`src/include/sasp_defines.vh`:
```
// Notes on behaviour
// Port has two data lines sharing one bit clock and one frame sync.
// Each line is transmit or receive, with its own memory stream FIFO.
// TDM frames carry up to 128 slots.
// Bit rate never exceeds 50 Mbps, generated or external clock; the code limits only the generated clock.
// Paired ports for TDM: one port both lines transmit, other both receive.
// Five modes: standard, TDM, I2S, packed I2S, left-justified pair.
// Left-justified pair: one sample on frame sync high, one on low.
// I2S and left-justified pair carry four channels per port.
// Bit order selectable, LSB first or MSB first.
// Word length programmable from 3 to 32 bits.
// I2S and left-justified pair limit word length to 8..32 bits.
// Optional mu-law or A-law companding chosen per channel; the code selects it per line.
// Bit clock and frame sync each internal or external.
// Frame sync arriving during a word is flagged as an error.
// Frame sync errors of all ports share one error interrupt.
// Sticky frame sync error flag stays set until software clears it.
`ifndef SASP_DEFINES_VH
`define SASP_DEFINES_VH

// ****************************************
// Modes
// ****************************************
`define SASP_MODE_STD   3'h0
`define SASP_MODE_TDM   3'h1
`define SASP_MODE_I2S   3'h2
`define SASP_MODE_PI2S  3'h3
`define SASP_MODE_LJ    3'h4

// ****************************************
// Companding selects
// ****************************************
`define SASP_COMP_NONE  2'h0
`define SASP_COMP_MU    2'h1
`define SASP_COMP_A     2'h2
`define SASP_MU_BIAS    16'h0021
`define SASP_MU_CLIP    16'h1FFF
`define SASP_MU_DBIAS   16'h0084
`define SASP_A_DBIAS    16'h0108
`define SASP_A_XOR      8'h55

// ****************************************
// Word length limits (length minus one)
// ****************************************
`define SASP_WL_MIN     5'h02
`define SASP_WL_LVL_MIN 5'h07

// ****************************************
// Timing
// ****************************************
`define SASP_CLK_MHZ      200
`define SASP_MAX_MBPS     50
`define SASP_BIT_MIN_CYC  ((`SASP_CLK_MHZ + `SASP_MAX_MBPS - 1) / `SASP_MAX_MBPS)
`define SASP_HALF_MIN_CYC ((`SASP_BIT_MIN_CYC + 1) / 2)

`endif

```
`src/hw/sasp_serial_port.v`:
```
`include "sasp_defines.vh"
`default_nettype none

// ****************************************
// Word FIFO
// ****************************************
module sasp_fifo #(
  parameter W     = 32,
  parameter DEPTH = 16,
  parameter AW    = 4
) (
  input  wire         core_clk,  // Core clock
  input  wire         rst,       // Async reset
  input  wire         in_valid,  // Write request
  output wire         in_ready,  // Space available
  input  wire [W-1:0] in_data,   // Write word
  output wire         out_valid, // Word available
  input  wire         out_ready, // Read acknowledge
  output wire [W-1:0] out_data   // Head word
);
  reg [W-1:0]  mem_r [0:DEPTH-1];
  reg [AW-1:0] wr_r;
  reg [AW-1:0] rd_r;
  reg [AW:0]   cnt_r;
  wire         push;
  wire         pop;

  assign in_ready  = (cnt_r != DEPTH[AW:0]);
  assign out_valid = (cnt_r != {(AW+1){1'b0}});
  assign out_data  = mem_r[rd_r];
  assign push      = in_valid & in_ready;
  assign pop       = out_ready & out_valid;

  always @(posedge core_clk) begin
    if (push) begin
      mem_r[wr_r] <= in_data;
    end
  end

  always @(posedge core_clk or posedge rst) begin
    if (rst) begin
      wr_r  <= {AW{1'b0}};
      rd_r  <= {AW{1'b0}};
      cnt_r <= {(AW+1){1'b0}};
    end else begin
      if (push) begin
        wr_r <= (wr_r == DEPTH[AW-1:0] - 1'b1) ? {AW{1'b0}} : wr_r + 1'b1;
      end
      if (pop) begin
        rd_r <= (rd_r == DEPTH[AW-1:0] - 1'b1) ? {AW{1'b0}} : rd_r + 1'b1;
      end
      cnt_r <= cnt_r + {{AW{1'b0}}, push} - {{AW{1'b0}}, pop};
    end
  end
endmodule

// ****************************************
// Serial port
// ****************************************
module sasp_serial_port #(
  parameter W     = 32,
  parameter DEPTH = 16,
  parameter AW    = 4
) (
  input  wire           core_clk,      // 200 MHz core clock
  input  wire           rst,           // Async reset, active high
  input  wire           enable,        // Port enable
  input  wire [2:0]     mode,          // Operating mode
  input  wire [4:0]     word_len,      // Word length minus one
  input  wire           lsb_first,     // 1: LSB first
  input  wire           clk_internal,  // 1: generate bit clock
  input  wire           fs_internal,   // 1: generate frame sync
  input  wire [7:0]     clk_half,      // Bit clock half period, core cycles
  input  wire [6:0]     slots,         // Words per frame or half, minus one
  input  wire [1:0]     line_tx,       // Per line: 1 transmit, 0 receive
  input  wire [3:0]     comp_sel,      // Per line companding select
  input  wire           bclk_in,       // Bit clock pin input
  output wire           bclk_out,      // Bit clock pin output
  output wire           bclk_oe,       // Bit clock pin drive enable
  input  wire           fs_in,         // Frame sync pin input
  output wire           fs_out,        // Frame sync pin output
  output wire           fs_oe,         // Frame sync pin drive enable
  input  wire [1:0]     dl_in,         // Data line pin inputs
  output wire [1:0]     dl_out,        // Data line pin outputs
  output wire [1:0]     dl_oe,         // Data line drive enables
  input  wire [1:0]     mem_in_valid,  // Transmit words from memory valid
  output wire [1:0]     mem_in_ready,  // Transmit FIFO ready
  input  wire [2*W-1:0] mem_in_data,   // Transmit words, line 1 high
  output wire [1:0]     mem_out_valid, // Received word valid
  input  wire [1:0]     mem_out_ready, // Memory side accepts
  output wire [2*W-1:0] mem_out_data,  // Received words, line 1 high
  output wire           busy,          // Word in progress
  output wire           fs_err,        // Sticky frame sync error
  input  wire           fs_err_clr     // Clear the error flag
);
  localparam [7:0] HALF_MIN = `SASP_HALF_MIN_CYC;

  reg  [3:0]  sync1_r;
  reg  [3:0]  sync2_r;
  reg         bclk_int_r;
  reg  [7:0]  div_cnt_r;
  reg         fs_int_r;
  reg  [13:0] gen_cnt_r;
  reg         bclk_d_r;
  reg         fs_prev_r;
  reg         busy_r;
  reg  [4:0]  bit_cnt_r;
  reg  [6:0]  slot_r;
  reg         fs_err_r;

  wire        lvl_mode  = (mode == `SASP_MODE_I2S) | (mode == `SASP_MODE_PI2S) |
                          (mode == `SASP_MODE_LJ);
  wire        first_lvl = (mode == `SASP_MODE_LJ);
  wire [7:0]  half_eff  = (clk_half < HALF_MIN) ? HALF_MIN : clk_half;
  wire [4:0]  wl_eff    = (lvl_mode && word_len < `SASP_WL_LVL_MIN) ? `SASP_WL_LVL_MIN :
                          (word_len < `SASP_WL_MIN) ? `SASP_WL_MIN : word_len;
  wire [6:0]  nwords_m1 = ((mode == `SASP_MODE_TDM) | (mode == `SASP_MODE_PI2S)) ?
                          slots : 7'h00;
  wire [7:0]  nwords_p1 = {1'b0, nwords_m1} + 8'h01;
  wire [5:0]  wl_p1     = {1'b0, wl_eff} + 6'h01;
  wire [13:0] frame_bits = {6'h00, nwords_p1} * {8'h00, wl_p1};
  wire        gen_last  = (gen_cnt_r >= frame_bits - 14'h0001);
  wire        bclk_lvl  = clk_internal ? bclk_int_r : sync2_r[0];
  wire        fs_lvl    = fs_internal ? fs_int_r : sync2_r[1];
  wire        rise      = enable & bclk_lvl & ~bclk_d_r;
  wire        fall      = enable & ~bclk_lvl & bclk_d_r;
  // Pulse modes start on the rising frame sync, level modes on either edge
  wire        start     = rise & (lvl_mode ? (fs_lvl ^ fs_prev_r) : (fs_lvl & ~fs_prev_r));
  wire        done      = busy_r & (bit_cnt_r == wl_eff);
  wire        more      = (slot_r != nwords_m1);
  wire        load_tx   = start | (rise & done & more);
  wire [4:0]  idx       = lsb_first ? bit_cnt_r : wl_eff - bit_cnt_r;

  assign bclk_out = bclk_int_r;
  assign bclk_oe  = enable & clk_internal;
  assign fs_out   = fs_int_r;
  assign fs_oe    = enable & fs_internal;
  assign busy     = busy_r;
  assign fs_err   = fs_err_r;   // Ports OR these onto the shared error interrupt

  // ****************************************
  // Companding
  // ****************************************
  function [7:0] sasp_compress;
    input [15:0] lin;
    input        alaw;
    reg   [15:0] m;
    reg   [15:0] sh;
    reg   [3:0]  pos;
    reg   [3:0]  tmp;
    reg   [2:0]  seg;
    reg   [3:0]  mant;
    integer      k;
    begin
      m    = lin[15] ? (~lin + 16'h0001) : lin;
      pos  = 4'h0;
      seg  = 3'h0;
      mant = 4'h0;
      if (alaw) begin
        m = m >> 4;
        for (k = 5; k < 12; k = k + 1) begin
          if (m[k]) begin
            pos = k[3:0];
          end
        end
        if (pos == 4'h0) begin
          mant = m[4:1];
        end else begin
          tmp  = pos - 4'h4;
          seg  = tmp[2:0];
          sh   = m >> seg;
          mant = sh[3:0];
        end
        sasp_compress = {~lin[15], seg, mant} ^ `SASP_A_XOR;
      end else begin
        m = (m >> 2) + `SASP_MU_BIAS;
        if (m > `SASP_MU_CLIP) begin
          m = `SASP_MU_CLIP;
        end
        for (k = 5; k < 13; k = k + 1) begin
          if (m[k]) begin
            pos = k[3:0];
          end
        end
        tmp  = pos - 4'h5;
        seg  = tmp[2:0];
        sh   = m >> ({1'b0, seg} + 4'h1);
        mant = sh[3:0];
        sasp_compress = ~{lin[15], seg, mant};
      end
    end
  endfunction

  function [15:0] sasp_expand;
    input [7:0] code;
    input       alaw;
    reg   [7:0] c;
    reg   [15:0] t;
    begin
      if (alaw) begin
        c = code ^ `SASP_A_XOR;
        t = {8'h00, c[3:0], 4'h0};
        if (c[6:4] == 3'h0) begin
          t = t + 16'h0008;
        end else begin
          t = (t + `SASP_A_DBIAS) << (c[6:4] - 3'h1);
        end
        sasp_expand = c[7] ? t : (~t + 16'h0001);
      end else begin
        c = ~code;
        t = ({9'h000, c[3:0], 3'h0} + `SASP_MU_DBIAS) << c[6:4];
        sasp_expand = c[7] ? (`SASP_MU_DBIAS - t) : (t - `SASP_MU_DBIAS);
      end
    end
  endfunction

  // ****************************************
  // Pin synchronisers and clock generation
  // ****************************************
  always @(posedge core_clk or posedge rst) begin
    if (rst) begin
      sync1_r    <= 4'h0;
      sync2_r    <= 4'h0;
      bclk_int_r <= 1'b0;
      div_cnt_r  <= 8'h00;
      bclk_d_r   <= 1'b0;
    end else begin
      sync1_r  <= {dl_in, fs_in, bclk_in};
      sync2_r  <= sync1_r;
      bclk_d_r <= bclk_lvl;
      if (!enable || !clk_internal) begin
        bclk_int_r <= 1'b0;
        div_cnt_r  <= 8'h00;
      end else if (div_cnt_r >= half_eff - 8'h01) begin
        bclk_int_r <= ~bclk_int_r;
        div_cnt_r  <= 8'h00;
      end else begin
        div_cnt_r <= div_cnt_r + 8'h01;
      end
    end
  end

  // Frame sync generator advances on bit clock falling edges
  always @(posedge core_clk or posedge rst) begin
    if (rst) begin
      gen_cnt_r <= 14'h3FFF;
      fs_int_r  <= 1'b0;
    end else if (!enable || !fs_internal) begin
      gen_cnt_r <= 14'h3FFF;
      fs_int_r  <= lvl_mode & ~first_lvl;
    end else if (fall) begin
      gen_cnt_r <= gen_last ? 14'h0000 : gen_cnt_r + 14'h0001;
      if (lvl_mode) begin
        fs_int_r <= fs_int_r ^ gen_last;
      end else begin
        fs_int_r <= gen_last;
      end
    end
  end

  // ****************************************
  // Word sequencer, shared by both lines
  // ****************************************
  always @(posedge core_clk or posedge rst) begin
    if (rst) begin
      fs_prev_r <= 1'b0;
      busy_r    <= 1'b0;
      bit_cnt_r <= 5'h00;
      slot_r    <= 7'h00;
      fs_err_r  <= 1'b0;
    end else begin
      // A new error in the clearing cycle still sets the flag
      fs_err_r <= (start & busy_r & ~done) | (fs_err_r & ~fs_err_clr);
      if (!enable) begin
        fs_prev_r <= lvl_mode & ~first_lvl;
        busy_r    <= 1'b0;
        bit_cnt_r <= 5'h00;
        slot_r    <= 7'h00;
      end else if (rise) begin
        fs_prev_r <= fs_lvl;
        if (start) begin
          busy_r    <= 1'b1;
          bit_cnt_r <= 5'h00;
          slot_r    <= 7'h00;
        end else if (done) begin
          busy_r    <= more;
          bit_cnt_r <= 5'h00;
          slot_r    <= more ? slot_r + 7'h01 : slot_r;
        end else if (busy_r) begin
          bit_cnt_r <= bit_cnt_r + 5'h01;
        end
      end
    end
  end

  // ****************************************
  // Per line data path
  // ****************************************
  genvar i;
  generate
    for (i = 0; i < 2; i = i + 1) begin : g_line
      reg  [W-1:0] tx_sh_r;
      reg  [W-1:0] rx_sh_r;
      reg          dl_out_r;
      wire [1:0]   comp     = comp_sel[2*i+1:2*i];
      wire         is_tx    = line_tx[i];
      wire         f_in_rdy;
      wire         f_out_vld;
      wire [W-1:0] f_out_dat;
      wire [W-1:0] rx_nxt   = rx_sh_r | ({{(W-1){1'b0}}, sync2_r[2+i]} << idx);
      wire [15:0]  rx_lin   = sasp_expand(rx_nxt[7:0], comp == `SASP_COMP_A);
      wire [W-1:0] rx_word  = (comp == `SASP_COMP_NONE) ? rx_nxt :
                              {{(W-16){rx_lin[15]}}, rx_lin};
      wire [7:0]   tx_code  = sasp_compress(f_out_dat[15:0], comp == `SASP_COMP_A);
      wire         tx_pop   = load_tx & is_tx & f_out_vld;
      wire         rx_push  = rise & done & ~is_tx;

      assign dl_out[i]        = dl_out_r;
      assign dl_oe[i]         = enable & is_tx;
      assign mem_in_ready[i]  = is_tx & f_in_rdy;
      assign mem_out_valid[i] = ~is_tx & f_out_vld;
      assign mem_out_data[W*i +: W] = f_out_dat;

      sasp_fifo #(
        .W     (W),
        .DEPTH (DEPTH),
        .AW    (AW)
      ) u_fifo (
        .core_clk  (core_clk),
        .rst       (rst),
        .in_valid  (is_tx ? mem_in_valid[i] : rx_push),
        .in_ready  (f_in_rdy),
        .in_data   (is_tx ? mem_in_data[W*i +: W] : rx_word),
        .out_valid (f_out_vld),
        .out_ready (is_tx ? tx_pop : mem_out_ready[i]),
        .out_data  (f_out_dat)
      );

      always @(posedge core_clk or posedge rst) begin
        if (rst) begin
          tx_sh_r  <= {W{1'b0}};
          rx_sh_r  <= {W{1'b0}};
          dl_out_r <= 1'b0;
        end else begin
          // An empty FIFO at a word start sends zeros
          if (load_tx) begin
            if (!f_out_vld || !is_tx) begin
              tx_sh_r <= {W{1'b0}};
            end else if (comp == `SASP_COMP_NONE) begin
              tx_sh_r <= f_out_dat;
            end else begin
              tx_sh_r <= {{(W-8){1'b0}}, tx_code};
            end
          end
          if (rise) begin
            if (start || done) begin
              rx_sh_r <= {W{1'b0}};
            end else if (busy_r) begin
              rx_sh_r <= rx_nxt;
            end
          end
          if (fall) begin
            dl_out_r <= busy_r & is_tx & tx_sh_r[idx];
          end
        end
      end
    end
  endgenerate
endmodule

`default_nettype wire

```
`config.mk`:
```
export PLATFORM = sky130hd
export DESIGN_NAME = sasp_serial_port
export DESIGN_NICKNAME = d
export VERILOG_FILES = /design/src/hw/sasp_serial_port.v
export VERILOG_INCLUDE_DIRS = /design/src /design/src/include
export SDC_FILE = /design/constraint.sdc
export NUM_CORES = 2
export LEC_CHECK = 0
export ABC_AREA = 1
export ABC_CLOCK_PERIOD_IN_PS = 14800
export BUFFER_PORTS_ARGS = -buffer_cell sky130_fd_sc_hd__buf_2
export CORE_AREA = 2 2 363 365
export CTS_CLUSTER_SIZE = 40
export DETAILED_ROUTE_END_ITERATION = 8
export DIE_AREA = 0 0 365 367
export PLACE_DENSITY = 0.63
export SYNTH_ARGS = -nofsm -noshare
export SYNTH_HDL_FRONTEND = slang
export SYNTH_HIERARCHICAL = 1
export SYNTH_SLANG_ARGS = --single-unit
export TNS_END_PERCENT = 50
```
`constraint.sdc`:
```
create_clock -name core_clk -period 14.8 [get_ports core_clk]
set_input_delay 1.48 -clock core_clk [delete_from_list [all_inputs] [get_ports core_clk]]
set_output_delay 1.48 -clock core_clk [all_outputs]
set_load 0.03 [all_outputs]
```
==> Word level (Yosys, flattened, before mapping) <==
Memories as Yosys holds them, arrays and structs flattened.
Cells that the tools add are included.
{ "word_totals": {"in_bits": 108, "mem_bits_rw": 1024, "n_memories": 2, "register_bits": 204, "word_cells": 321} }
{ "op_classes": {"n_lt_le_gt_ge": 8, "n_reduce_logical": 28, "shift": 10, "n_eq_ne": 18, "add_sub_neg": 41, "mux": 122, "multipliers": 1, "bitwise_logic": 67} }
{ "mem_list": {"columns": ["name", "depth", "word_bits", "read_ports", "rd_clocked_by_memory_dff", "wr", "line", "rtl"], "rows": [
  ["g_line[0].u_fifo.mem_r", 16, 32, 1, 0, 1, "sasp_serial_port.v:21", "reg [W-1:0] mem_r [0:DEPTH-1];"],
  ["g_line[1].u_fifo.mem_r", 16, 32, 1, 0, 1, "sasp_serial_port.v:21", null]
]} }
{ "ops": {"columns": ["op", "count"], "rows": [
  ["$mux 32", 12],
  ["$mux 16", 14],
  ["$mux 4", 22],
  ["$mux 3", 24],
  ["$add 16x1->16 const B", 4],
  ["$not 16->16", 4],
  ["$or 32x32->32", 2],
  ["$shl 1x5->32", 2],
  ["$mux 14", 3],
  ["$mux 7", 6],
  ["$mux 5", 8],
  ["$mux 8", 5],
  ["$and 1x1->1", 35],
  ["$not 8->8", 4],
  ["$shl 10x3->16", 2],
  ["$shl 9x3->16", 2],
  ["$shr 16x4->4", 2],
  ["$sub 16x8->16 const B", 2],
  ["$sub 8x16->16 const A", 2],
  ["$add 14x6->15 const B", 2],
  ["$gt 15x13->1 const B", 2],
  ["$mux 15", 2],
  ["$mux 1", 24],
  ["$shr 12x3->4", 2],
  ["other kinds (51)", 108]
]} }

==> Logic depth before layout (Yosys ltp) <==
An unclocked memory read counts as a cell.
{ "depth": {"ltp_word": 24, "mapped_depth": 45, "mapped_depth_nobuf": 43} }

==> Modules after synthesis <==
The synthesis kept the hierarchy.
{ "by_module_without_submodules": {"columns": ["module", "cells_each", "n_inst", "area_each_um2"], "rows": [
  ["sasp_fifo at g_line[1].u_fifo", 2297, 1, 23134.7],
  ["sasp_fifo at g_line[0].u_fifo", 2171, 1, 22957.0],
  ["sasp_serial_port", 2970, 1, 18502.7]
]} }

==> Least setup slack after synthesis <==
OpenSTA, ideal clock, no wires.
{ "synth_timing": {"kind": "input -> register", "start": "input word_len[3]", "end": "register gen_cnt_r[10]", "path_stages": 41, "arrival_time_ps": 8131, "slack_ps": 6584, "required_time_ps": 14715, "path_cell_list": "nor2_1 inv_1 nor3_1 inv_1 a21oi_1 inv_1 ha_1 or2_2 nand2_1 inv_1 nand2_1 fa_1 fa_1 inv_1 fa_1 inv_1 fa_1 inv_1 (+5 left out) a21oi_1 nor2_1 o21a_1 nor2_1 inv_1 a21oi_1 nor2_1 nor2_1 xor2_1 ha_1 nand2_1 nor4_1 a311oi_1 nand2_1 or2_2 clkbuf_1 clkbuf_1 o221ai_1"} }
{ "synth_between": {"elab_chain_len": 10, "elab_cells_between_ends": 12, "classes_between": "add/sub: 2; mul: 1; order compare: 3; mux: 5; reduce/logical: 1"} }
{ "synth_rtl": {"columns": ["item", "line", "rtl"], "rows": [
  ["start, declared", "sasp_serial_port.v:69", "input wire [4:0] word_len,"],
  ["$lt 5x2->1 (no source line) / $lt 5x3->1 (equally long branches)", null, null],
  ["$mux 5 / $logic_and 1x1->1 (equally long branches)", null, null],
  ["$mux 5 (*)", "sasp_serial_port.v:115", "wire [4:0] wl_eff = (lvl_mode && word_len < `SASP_WL_LVL_MIN) ? `SASP_WL_LVL_MIN :"],
  ["$add 5x1->6 (*)", "sasp_serial_port.v:120", "wire [5:0] wl_p1 = {1'b0, wl_eff} + 6'h01;"],
  ["$mul 8x6->14 (*)", "sasp_serial_port.v:121", "wire [13:0] frame_bits = {6'h00, nwords_p1} * {8'h00, wl_p1};"],
  ["$sub 14x1->14 (*)", "sasp_serial_port.v:122", "wire gen_last = (gen_cnt_r >= frame_bits - 14'h0001);"],
  ["$ge 14x14->1 (*)", "sasp_serial_port.v:122", null],
  ["$mux 14 (*)", "sasp_serial_port.v:252", "gen_cnt_r <= gen_last ? 14'h0000 : gen_cnt_r + 14'h0001;"],
  ["$mux 14 (*)", "sasp_serial_port.v:251", "end else if (fall) begin"],
  ["$mux 14 (*)", "sasp_serial_port.v:248", "end else if (!enable || !fs_internal) begin"],
  ["end signal, assigned", "sasp_serial_port.v:252", null],
  ["end, declared", "sasp_serial_port.v:103", "reg [13:0] gen_cnt_r;"]
]} }
Every way passes the cells marked *; elsewhere a longest branch is shown, timed or not. The select of a mux whose other input is x is not followed.
A chain may end at the register's enable or synchronous reset.

==> Final worst setup path <==
{ "layout_timing": {"start": "input word_len[3]", "end": "register gen_cnt_r[12]"} }
The elaborated chain is that of the path after synthesis.

==> results by group <==
STA
  • Fmax: 0.118 GHz
  • Final Setup Violations: 0
  • Final Hold Viols: 0
  • Slew @ Worst Pin: 1.17 ns
  • Final Cycle Share: 57.2%
  • Slew Limit Fails: 0
  • Worst rel slew slack: 22.0%
  • Final worst-path setup slack: 6.33 ns
  • Period minus WS final: 8.47 ns
  • RSZ-0062 raised after global routing: false
  • TNS Setup: 0 ns
  • Setup Skew: around 0.051 ns

Global route
  • Vias in the first global route: between 40k and 50k
  • Total global routing overflow: 0
  • First-pass GRT wire length: 288000 um
  • Initial antenna violation count: 17
  • GR Util All Layers: 28.5%
  • Largest net degree at the start of global routing: 130

Placed design
  • Placement Setup Slack: 5.56 ns
  • GP Congestion: 0.932
  • Port Buf Inserts: 185
  • Placed insts: between 9k and 10k
  • Post-DP HPWL: around 120000 um
  • Area post-placement: 0.0671 sq mm

Worst setup path
  • Critical Path AT: 9.16 ns
  • R2r endpoint: g_line[1].tx_sh_r[0]
  • Max FO, Critical Path: 14
  • Crit Path Class: input port to flip-flop
  • Max incr delay on CP: 0.63 ns
  • Startpoint types: input port
  • Worst Reg-to-Reg Cells: 36
  • Crit-path most repeated cell: inv_1
  • R2R Path Start: g_line[1].u_fifo/rd_r[0]
  • CP top delay family: adder cells
  • FF-to-FF setup slack: 7.15 ns
  • Worst Path Required: 15.49 ns
  • CP Capture Type: flip-flop
  • Crit-path slowest cell: a21oi_1
  • Worst path buffer plus inverter count: 10

Power
  • Peak VDD IR: 0.230 mV
  • Cell area power density: 204 mW/mm^2
  • Pleak: approximately 32 nW

Detailed routing
  • DRT antenna net count: 0
  • Detailed Route Iter0 Violations: 5651
  • Drt wl/cell: 20.3 um
  • TritonRoute pass-1 iters: 6
  • Routed wire length: 191000 um
  • DRC errors left: 0
  • Via count: between 50k and 60k
  • Vias per std cell: 5.41

Min path
  • Worst hold path depth: 0
  • Hold Path Sink: sync2_r[3]
  • Worst hold path type: flip-flop to flip-flop
  • Min-delay src: sync1_r[3]

Synthesis
  • Post-synth net total: 7687
  • Seq/Total Area, Yosys: a little under three fifths
  • Ys Warns: 6
  • Async set-reset flop share out of synthesis: 16.6%
  • Post-synth EDFFs: 1024
  • Gate Count Post-Synth: approximately 7.4k
  • Synth cell types: 70
  • Synthesized flop and latch total: 1228
  • Syn Area/Cell: roughly 8.7 sq um
  • Cell Area, Synth: roughly 0.065 sq mm
  • Most used DFF post-synth: edfxtp_1

Layout
  • Final instance area: 0.0715 sq mm
  • Most common cell after layout, fill and taps aside: nand2_1
  • Commonest non-fill, non-tap cells in the layout: nand2_1 (2171), inv_1 (1323), nand3_1 (1081)
  • Fraction of layout cells with a size suffix above 1: 8.44%
  • Layout Cells excl Fill: 9395
  • NumNets Final: 7773
  • Area grow syn2layout: 10.6%

Clocking
  • CTS tree: done
  • CTS H-tree lvls: 4
  • Latest clock arrival within the worst-skew pair: 0.80 ns
  • Setup Buffers After CTS: 0
  • Cts hold-fix bufs: 0
  • Clock sinks: 1228
  • Worst-path clk slew: approximately 0.06 ns
  • Total CTS buffers: 137
  • Post_cts resized: 0
  • CTS root buf: clkbuf_16
  • Maximum clock insertion buffer count: 3

Floorplan
  • Die Area: 0.134 sq mm
  • Boundary pin count: 186
  • Chip Height: approximately 370 um
  • Core area: ~0.13 sq mm
  • Initial Util: 49.5%
  • Rows: approximately 130
  • Chip Width: 365 um

Run status
  • Status: completed

Flow run
  • MaxCap Viol Count: 0
[sequential cells by signal (all words and copies together), names as in the netlist]
register / cells
fs_out: 1
fs_err: 1
sync2_r: 4
slot_r: 7
g_line.u_fifo/rd_r: 8
fs_prev_r: 1
sync1_r: 4
busy: 1
bclk_out: 1
g_line.u_fifo/cnt_r: 10
g_line.u_fifo/wr_r: 8
g_line.tx_sh_r: 64
g_line.rx_sh_r: 64
bclk_d_r: 1
div_cnt_r: 8
gen_cnt_r: 14
g_line.u_fifo/mem_r: 1024
g_line.dl_out_r: 2
bit_cnt_r: 5
[metrics by stage]
step	power [mW]	utilization [%]	hold slack (ns)
detailed placement	11.2	51.4	0.342
finish	14.6	54.8	0.349
global placement	11.2	51.4	0.334
floorplan	9.24	-	0.331
global route	15.6	54.8	0.363
CTS	14.5	54.8	0.354
[cell type report]
type | instances | area (sq um)
inverters | 1353 | 5100
diodes | 9 | 22.5
repair buffers | 275 | 1610
clock buffers | 179 | 3650
clock inverters | 67 | 723
well taps | 1755 | 2200
fillers | 11800 | 59000
multi-input cells | 4529 | 22300
flip-flops and latches | 1228 | 35900
[how the worst max path moves through the flow]
| stage | from | to | slack [ns] | cells past startpoint |
|---|---|---|---|---|
| after detailed placement | word_len[3] | gen_cnt_r[12] | 5.56 | 40 |
| after global routing | word_len[3] | gen_cnt_r[12] | 5.67 | 40 |
| after CTS | word_len[3] | gen_cnt_r[12] | 6.35 | 40 |
| after global placement | word_len[3] | gen_cnt_r[6] | 5.53 | 40 |
| after floorplan | word_len[3] | gen_cnt_r[10] | 6.58 | 41 |
| final | word_len[3] | gen_cnt_r[12] | 6.33 | 40 |
[logic make-up after synthesis]
family	Yosys count	synth area share, %
buffers and inverters	1681	10.5
AO/OA/AOI/OAI	608	5.58
adder cells (fa/ha/maj)	141	3.07
AND/OR/NAND/NOR	3719	24.5
multiplexers	1	0.0155
XOR/XNOR	60	0.814
flip-flops	1228	55.5
[per-layer routing]
layer	share of wire (%)	vias to the layer above	track usage [%]	routed length [um]
li1	-	24300	-	-
met5	0.047	-	0	89
met4	3.3	8	9.96	6300
met1	42	24200	39.3	80400
met3	8.7	350	5.29	16500
met2	46	1981	45.2	87800
[where the power goes]
part	internal [mW]	switching, mW	leakage (nW)
logic	1.94	5.12	18.4
clock network	1.88	1.42	2.10
registers	4.02	0.180	11.9
[synth_stat cells (5+ instances only)]
cell,number,share of area (%)
nor2_1,288,1.7
o21ai_1,17,0.13
buf_6,28,0.49
nand3_2,12,0.19
o21ai_0,182,1.4
nor2_2,7,0.068
or2_2,53,0.51
nand2_2,6,0.058
buf_2,121,0.94
nand4_1,28,0.27
o2111ai_1,8,0.11
clkbuf_1,124,0.72
a21oi_1,220,1.7
o31ai_1,5,0.058
xnor2_1,18,0.24
inv_2,18,0.10
o21a_1,5,0.058
edfxtp_1,1024,48
xor2_1,42,0.57
or2_1,9,0.087
a31oi_1,55,0.53
inv_1,1327,7.7
dfstp_2,14,0.57
clkinv_1,7,0.041
buf_1,29,0.17
nand3b_1,15,0.17
o221ai_1,18,0.24
o21bai_1,11,0.13
nand3_1,1081,8.4
o211ai_1,20,0.23
nor3_1,24,0.19
fa_1,29,0.90
or2_0,7,0.068
o22ai_1,10,0.097
buf_4,24,0.28
ha_1,112,2.2
nand2_1,2172,13
o32ai_1,8,0.11
dfrtp_1,190,7.4
a32o_1,24,0.37
[worst register-to-register path, delay by kind of cell (launching register included)]
| kind | cells | cell delay, ns |
|---|---|---|
| simple gates | 26 | 2.98 |
| fa+ha+maj | 2 | 0.76 |
| flops | 1 | 0.73 |
| buf+inv | 8 | 3.03 |
Note: power is estimated with default switching activity, not from simulation.
